--- config.mk ---
export PLATFORM = sky130hd
export DESIGN_NAME = bbldec_decoder
export DESIGN_NICKNAME = d
export VERILOG_FILES = /design/src/shared/bbldec_pkg.sv /design/src/hdl/bbldec_decoder.sv
export VERILOG_INCLUDE_DIRS = /design/src /design/src/shared
export SDC_FILE = /design/constraint.sdc
export NUM_CORES = 1
export LEC_CHECK = 0
export BUFFER_PORTS_ARGS = -buffer_cell sky130_fd_sc_hd__buf_2
export CAP_MARGIN = 20
export CORE_ASPECT_RATIO = 1.1
export CORE_MARGIN = 2
export CORE_UTILIZATION = 52
export CTS_BUF_LIST = sky130_fd_sc_hd__clkbuf_8
export CTS_CLUSTER_SIZE = 40
export DETAILED_ROUTE_END_ITERATION = 12
export PLACE_DENSITY = 0.88
export REMOVE_ABC_BUFFERS = 1
export SYNTH_ARGS = -nofsm -noshare
export SYNTH_HDL_FRONTEND = slang
export SYNTH_SLANG_ARGS = --single-unit
export TNS_END_PERCENT = 50
--- constraint.sdc ---
create_clock -name clk -period 2.5 [get_ports clk]
set_clock_uncertainty 0.15 [all_clocks]
set_input_delay 0.125 -clock clk [delete_from_list [all_inputs] [get_ports clk]]
set_output_delay 0.125 -clock clk [all_outputs]
set_load 0.05 [all_outputs]
--- src/shared/bbldec_regs.svh ---
`ifndef BBLDEC_REGS_SVH
`define BBLDEC_REGS_SVH
// Instruction word layout
`define BBLDEC_WORD_W      14
`define BBLDEC_CLASS_HI    13
`define BBLDEC_CLASS_LO    12
`define BBLDEC_FILE_HI     6
`define BBLDEC_DEST_BIT    7
`define BBLDEC_BIT_HI      9
`define BBLDEC_BIT_LO      7
`define BBLDEC_LIT8_HI     7
`define BBLDEC_LIT11_HI    10
// Oscillator periods per instruction cycle
`define BBLDEC_PHASES      4
// Reset value of the phase counter
`define BBLDEC_PHASE_RST   2'h0
`endif

--- src/shared/bbldec_pkg.sv ---
package bbldec_pkg;
    typedef enum logic [1:0] {
        BBLDEC_CLS_BYTE,
        BBLDEC_CLS_BIT,
        BBLDEC_CLS_JUMP,
        BBLDEC_CLS_LIT
    } bbldec_class_t;

    typedef enum logic [1:0] {
        BBLDEC_ST_FETCH,
        BBLDEC_ST_EXEC,
        BBLDEC_ST_FLUSH
    } bbldec_state_t;

    // Decoded fields of one instruction
    typedef struct packed {
        bbldec_class_t cls;
        logic [6:0]    file_addr;
        logic          dest_file;
        logic [2:0]    bit_sel;
        logic [7:0]    lit8;
        logic [10:0]   lit11;
        logic          file_read;
        logic          file_write;
        logic          clear_reg;
        logic          pc_change;
        logic          cond_test;
    } bbldec_fields_t;

    // Whole module state
    typedef struct packed {
        bbldec_state_t  state;
        logic [1:0]     phase;
        bbldec_fields_t fields;
        logic           valid;
        logic           rd_stb;
        logic           wr_stb;
        logic           nop_cycle;
        logic           cycle_end;
        logic           port_clear_read;
    } bbldec_state_s_t;
endpackage

--- src/hdl/bbldec_decoder.sv ---
`timescale 1ns/100ps
// Operation
// RULE_01: Every instruction is one 14-bit word: opcode plus operand fields.
// RULE_02: Each word falls into exactly one of three instruction categories.
// RULE_03: Byte-oriented words select their data register by the file-address field.
// RULE_04: File-address field is seven bits, reaching registers 0x00 to 0x7f.
// RULE_05: Destination bit 0 writes working register, 1 writes the file register.
// RULE_06: Bit-oriented words pick one of eight bits via bit-select field.
// RULE_07: Literal words carry an 8-bit constant or an 11-bit target.
// RULE_08: One instruction cycle lasts four oscillator periods.
// RULE_09: True test or changed counter adds a second, no-operation cycle.
// RULE_10: File-register words read first, modify, then store, even write-only ones.
// RULE_11: Clearing a port register reads the port first, may clear change mismatch.
// RULE_12: Don't-care opcode bits are ignored; generators should fill them with zero.
// RULE_13: Top two bits choose byte, bit, call/goto, or literal category.
`include "bbldec_regs.svh"

module bbldec_decoder #(
    parameter int PHASES = `BBLDEC_PHASES
) (
    // Clock and reset
    input  wire logic                    clk,
    input  wire logic                    reset_n,
    // Instruction word from program memory
    input  wire logic [13:0]             instr_word,
    input  wire logic                    instr_valid,
    // Execution feedback
    input  wire logic                    test_true,
    input  wire logic                    port_one_register_sel,
    // Decoded instruction
    output logic                         dec_valid,
    output bbldec_pkg::bbldec_fields_t   dec_fields,
    // Timing strobes
    output logic [1:0]                   phase,
    output logic                         file_rd_stb,
    output logic                         file_wr_stb,
    output logic                         no_operation_cycle,
    output logic                         cycle_end,
    output logic                         port_clear_read
);
    import bbldec_pkg::*;

    bbldec_state_s_t s_q;
    bbldec_state_s_t s_d;
    bbldec_fields_t  f;

    localparam logic [1:0] LAST_PHASE = 2'(PHASES - 1);

    // Word layout, most significant bit first:
    //   [13:12] class: 00 byte, 01 bit, 10 call or goto, 11 literal
    //   [11:8]  operation nibble of a byte op
    //   [11:10] operation of a bit op, with the bit select in [9:7]
    //   [7]     destination of a byte op: 0 working register, 1 file
    //   [6:0]   file address, 128 locations
    //   [7:0]   short literal; [10:0] long jump target
    // Every field is cut from every word whatever the class; only d and the
    // file address are then forced for some words. The class and control bits
    // say which fields mean anything, so only those two fields need muxes.
    // A consumer must never act on a field its class does not use.

    ////////////////////////////////////////////////////////////////////////
    // Field extraction, purely combinational
    always_comb begin
        f = '0;
        // RULE_01 whole word
        // RULE_13 class select
        // RULE_02 one category
        f.cls       = bbldec_class_t'(instr_word[`BBLDEC_CLASS_HI:`BBLDEC_CLASS_LO]);
        // RULE_03 file address
        // RULE_04 seven bit range
        f.file_addr = instr_word[`BBLDEC_FILE_HI:0];
        // RULE_05 destination select
        f.dest_file = instr_word[`BBLDEC_DEST_BIT];
        // RULE_06 bit select
        f.bit_sel   = instr_word[`BBLDEC_BIT_HI:`BBLDEC_BIT_LO];
        // RULE_07 literal fields
        f.lit8      = instr_word[`BBLDEC_LIT8_HI:0];
        f.lit11     = instr_word[`BBLDEC_LIT11_HI:0];
        // Control bits per class; d is forced in the control group and in bit and literal words, not in call or goto
        case (f.cls)
            BBLDEC_CLS_BYTE: begin
                // Opcode nibble 0000 with d=0 holds the control group
                if (instr_word[11:8] == 4'h0 && !instr_word[7]) begin
                    f.dest_file = 1'b0;
                    // Return group changes the counter
                    f.pc_change = (instr_word[6:0] == 7'h08) || (instr_word[6:0] == 7'h09);
                end else if (instr_word[11:8] == 4'h1 && !instr_word[7]) begin
                    // Clear working register: address bits are don't care
                    // RULE_12 ignore dont care
                    f.file_addr = 7'h00;
                end else begin
                    // RULE_10 read before write
                    f.file_read  = 1'b1;
                    f.file_write = f.dest_file;
                    // Clear still reads first; a port read has side effects
                    f.clear_reg  = (instr_word[11:8] == 4'h1);
                    // Decrement or increment, then skip on zero
                    f.cond_test  = (instr_word[11:8] == 4'hb) || (instr_word[11:8] == 4'hf);
                end
            end
            BBLDEC_CLS_BIT: begin
                // Tests only read; set and clear write back
                f.dest_file  = 1'b1;
                f.file_read  = 1'b1;
                f.file_write = !instr_word[11];
                f.cond_test  = instr_word[11];
            end
            BBLDEC_CLS_JUMP: begin
                // Both call and goto load the counter
                f.pc_change = 1'b1;
            end
            default: begin
                f.dest_file = 1'b0;
                // Return with literal; the x bits are don't care
                // RULE_12 ignore dont care
                f.pc_change = (instr_word[11:10] == 2'b01);
            end
        endcase
    end

    ////////////////////////////////////////////////////////////////////////
    // Instruction cycle sequencer
    // Cycle walk, one clock per oscillator period:
    //   edge at phase 3: word taken, fields registered
    //   phase 0: fields and valid stand for the whole cycle
    //   phase 1: file read strobe and port read marker
    //   phase 3: store strobe; test result sampled at its edge
    //   next phase 0: cycle end; a taken branch opens a no-op cycle
    // The phase counter runs free, so a word offered off phase 3 simply
    // waits; this keeps fetch timing fixed at the cost of latency.
    always_comb begin
        s_d                 = s_q;
        // Strobes default low; each lives one clock
        s_d.rd_stb          = 1'b0;
        s_d.wr_stb          = 1'b0;
        s_d.cycle_end       = 1'b0;
        s_d.port_clear_read = 1'b0;
        // RULE_08 four phases
        s_d.phase = (s_q.phase == LAST_PHASE) ? 2'h0 : s_q.phase + 2'h1;
        case (s_q.state)
            BBLDEC_ST_FETCH: begin
                s_d.valid     = 1'b0;
                s_d.nop_cycle = 1'b0;
                // Idle until a word stands at phase 3
                if (s_q.phase == LAST_PHASE && instr_valid) begin
                    s_d.fields = f;
                    s_d.valid  = 1'b1;
                    s_d.state  = BBLDEC_ST_EXEC;
                end
            end
            BBLDEC_ST_EXEC: begin
                // RULE_10 read phase
                if (s_q.phase == 2'h0 && s_q.fields.file_read) begin
                    s_d.rd_stb = 1'b1;
                    // RULE_11 port read on clear
                    s_d.port_clear_read = s_q.fields.clear_reg && port_one_register_sel;
                end
                // Store lands in the last phase, after modify
                if (s_q.phase == 2'h2 && s_q.fields.file_write) begin
                    s_d.wr_stb = 1'b1;
                end
                if (s_q.phase == LAST_PHASE) begin
                    s_d.cycle_end = 1'b1;
                    s_d.valid     = 1'b0;
                    // Test result must be settled by this edge; a late one
                    // is missed, since nothing here holds it
                    // RULE_09 extra no-op cycle
                    if (s_q.fields.pc_change || (s_q.fields.cond_test && test_true)) begin
                        s_d.state     = BBLDEC_ST_FLUSH;
                        s_d.nop_cycle = 1'b1;
                    end else if (instr_valid) begin
                        // Back-to-back issue without an idle cycle
                        s_d.fields = f;
                        s_d.valid  = 1'b1;
                    end else begin
                        s_d.state = BBLDEC_ST_FETCH;
                    end
                end
            end
            BBLDEC_ST_FLUSH: begin
                // Prefetched word is discarded during the no-op cycle
                // Fetch resumes a whole cycle later; a bypass would save
                // four clocks but doubles the paths into the field flops
                if (s_q.phase == LAST_PHASE) begin
                    s_d.cycle_end = 1'b1;
                    s_d.nop_cycle = 1'b0;
                    s_d.state     = BBLDEC_ST_FETCH;
                end
            end
            default: begin
                // Unused state code recovers to idle
                s_d.state = BBLDEC_ST_FETCH;
            end
        endcase
    end

    ////////////////////////////////////////////////////////////////////////
    // State register
    // Async reset clears every flop; phase restarts at its reset value,
    // so the first word is taken on the fourth edge after release
    always_ff @(posedge clk or negedge reset_n) begin
        if (!reset_n) begin
            s_q       <= '0;
            s_q.phase <= `BBLDEC_PHASE_RST;
        end else begin
            s_q <= s_d;
        end
    end

    ////////////////////////////////////////////////////////////////////////
    // Outputs straight from the state flops
    assign dec_valid          = s_q.valid;
    assign dec_fields         = s_q.fields;
    // Free-running phase count
    assign phase              = s_q.phase;
    // One-clock file strobes
    assign file_rd_stb        = s_q.rd_stb;
    assign file_wr_stb        = s_q.wr_stb;
    // Cycle markers
    assign no_operation_cycle = s_q.nop_cycle;
    assign cycle_end          = s_q.cycle_end;
    // Port side effect marker
    assign port_clear_read    = s_q.port_clear_read;

endmodule // bbldec_decoder

==> flow_metrics.env <==
export IMPL_cts_sinks=36
export IMPL_wl_um=4080
export IMPL_antenna_found_initial=0
export IMPL_setup_violations=0
export IMPL_cp_max_fo=12
export IMPL_drive_above_1_share=0.370
export IMPL_grt_pass1_vias=1374
export IMPL_tritoncts="done"
export IMPL_min_path_type="input pin to register"
export IMPL_critPathCaptureType="register"
export IMPL_hpwl_um=2710
export IMPL_status="finished clean"
export IMPL_num_antenna_cells=0
export IMPL_pin_count=64
export IMPL_tightest_slew_ns=0.773
export IMPL_cp_slowest_cell="dlygate4sd3_1"
export IMPL_hold_violations=0
export IMPL_dieArea_sq_um=4270
export IMPL_synth_cells=192
export IMPL_rsz0062_at_grt="false"
export IMPL_syn_to_final_growth_pct=15.8
export IMPL_grt_max_degree=37
export IMPL_dieWidth_um=62.5
export IMPL_row_count=23
export IMPL_finalCriticalPeriod_ns=2.41
export IMPL_fin_hold_ws_ns=0.0136
export IMPL_design_core_area_sq_um=3630
export IMPL_insertion_delay_ns=0.29
export IMPL_criticalPathCategory="register to register"
export IMPL_finalCritPeriodShare=0.965
export IMPL_grt_overflow=0
export IMPL_cap_violations=0
export IMPL_place_area_sq_um=2020
export IMPL_grt_pass1_wl_um=6360
export IMPL_numCtsBuffers=5
export IMPL_final_antenna_net_count=0
export IMPL_ys_types=33
export IMPL_synth_area_sq_um=1960
export IMPL_root_buffer="clkbuf_8"
export IMPL_arrival_ns=2.50
export IMPL_cts_path_max_buffers=2
export IMPL_fp_dieH_um=68.4
export IMPL_relSlewSlack=0.485
export IMPL_layout_commonest_cell="buf_2"
export IMPL_globalRouteTotalUtil=0.198
export IMPL_yosysWarnings=0
export IMPL_drt_iter0_drc=60
export IMPL_wl_per_cell_um=14.3
export IMPL_final_cell_mix="buf_2 (63), dfrtp_1 (36), o21ai_0 (32), inv_1 (16), dlygate4sd3_1 (15)"
export IMPL_fmax_mhz=414
export IMPL_syn_area_per_cell_sq_um=10.2
export IMPL_drv_slew=0
export IMPL_cts_resized=0
export IMPL_cts_max_level=2
export IMPL_start_util=0.540
export IMPL_ys_seq_elements=36
export IMPL_vias=1475
export IMPL_fin_nets=260
export IMPL_synth_area_leaders="dfrtp_1 (46%), buf_4 (15%), o21ai_0 (8.2%), ha_1 (4.5%), mux2_2 (4.0%)"
export IMPL_clk_pin_slew_ns=0.07
export IMPL_cp_required_ns=2.58
export IMPL_synth_top_area_cell="dfrtp_1"
export IMPL_synth_top_cell_area_share=0.460
export IMPL_path_cells="inv_1, ha_1, mux2i_1, or2_1, o41ai_2, dlygate4sd3_1"
export IMPL_cp_start_kind="register"
export IMPL_routed_via_density=5.18
export IMPL_drt_first_pass_iters=4
export IMPL_port_buffers=63
export IMPL_drc=0
export IMPL_finalInstanceArea_sq_um=2270
export IMPL_seq_area_frac_synth=0.460
export IMPL_place_congestion=0.822
export IMPL_cpPeakStageDelay_ns=0.58
## state kept, by name (all words and copies together), names as in the netlist
signal / count
file_wr_stb: 1
dec_valid: 1
dec_fields: 26
no_operation_cycle: 1
port_clear_read: 1
s_q: 2
cycle_end: 1
file_rd_stb: 1
phase: 2
## repair_timing
action                                 in CTS  in global routing
setup buffers                               0                  0
hold buffers                               15                  0
endpoints found under the hold margin      57                  0
## final cells by class
type | count | area, sq um
Clock buffer | 6 | 82.6
Sequential cell | 36 | 901
Inverter | 16 | 60.1
Multi-Input combinational cell | 93 | 656
Fill cell | 296 | 1360
Tap cell | 50 | 62.6
Clock inverter | 2 | 10.0
Timing Repair Buffer | 82 | 495
## cell families after synthesis
logic type | share of synthesized area
multiplexers | 0.0607
AO/OA/AOI/OAI | 0.172
AND/OR/NAND/NOR | 0.0575
buffers and inverters | 0.205
flip-flops | 0.460
adder cells (fa/ha/maj) | 0.0447
## cells in the mapped netlist
cell,n
nor3_1,3
o41ai_2,1
a22o_1,1
mux2_4,2
nor2b_1,1
nand2_1,2
a32o_1,1
inv_1,16
nor4_1,2
a21oi_4,1
a211oi_1,1
clkbuf_2,1
o21ai_0,32
and3_1,4
clkbuf_1,3
mux2_2,7
o21a_1,1
or2_1,1
nor2_1,6
nand4_1,1
a311oi_1,1
nand3_1,1
a21bo_2,1
a31oi_1,1
o31ai_1,8
a21oi_1,5
buf_4,39
ha_1,7
dfrtp_1,36
mux2i_1,1
and2_1,1
buf_2,2
buf_6,2
## path summary, 6_finish.rpt
path                                        to  slack (ns)  cells past startpoint            from
worst max-delay path             dec_fields[0]        0.09                      6         s_q[46]
worst min-delay path            dec_fields[35]        0.01                      2  instr_word[12]
worst max register to register   dec_fields[0]        0.09                      6         s_q[46]
worst min register to register        phase[0]        0.34                      1        phase[0]
max in group asynchronous       dec_fields[29]        1.42                      2         reset_n
min in group asynchronous       dec_fields[28]        0.29                      2         reset_n
## critical path, delay by kind of cell (launching register included)
kind	cells	cell delay (ns)
flip-flops	1	0.43
adder cells (fa/ha/maj)	1	0.24
AND/OR/NAND/NOR	1	0.41
multiplexers	1	0.13
AO/OA/AOI/OAI	1	0.33
buffers and inverters	2	0.68
## routing by layer
metal / vias up / track usage / routed length, um
met2: 54 / 0.340 / 2120
li1: 701 / - / -
met5: - / 0 / 0
met3: 6 / 0.0559 / 219
met4: 0 / 0.103 / 71
met1: 714 / 0.230 / 1670
## metrics by stage
| step | std cells | TNS, ns | utilization | setup slack [ns] |
|---|---|---|---|---|
| floorplan | 145 | -0.802 | - | -0.182 |
| global placement | 262 | 0 | 0.558 | 0.540 |
| detailed placement | 262 | 0 | 0.558 | 0.454 |
| CTS | 285 | 0 | 0.625 | 0.103 |
| global route | 285 | 0 | 0.625 | 0.00972 |
| finish | 285 | 0 | 0.625 | 0.0870 |
Power is left out: the tool's default activity adds up to more than one toggle a clock period on the data nets, which glitch-free logic cannot reach.
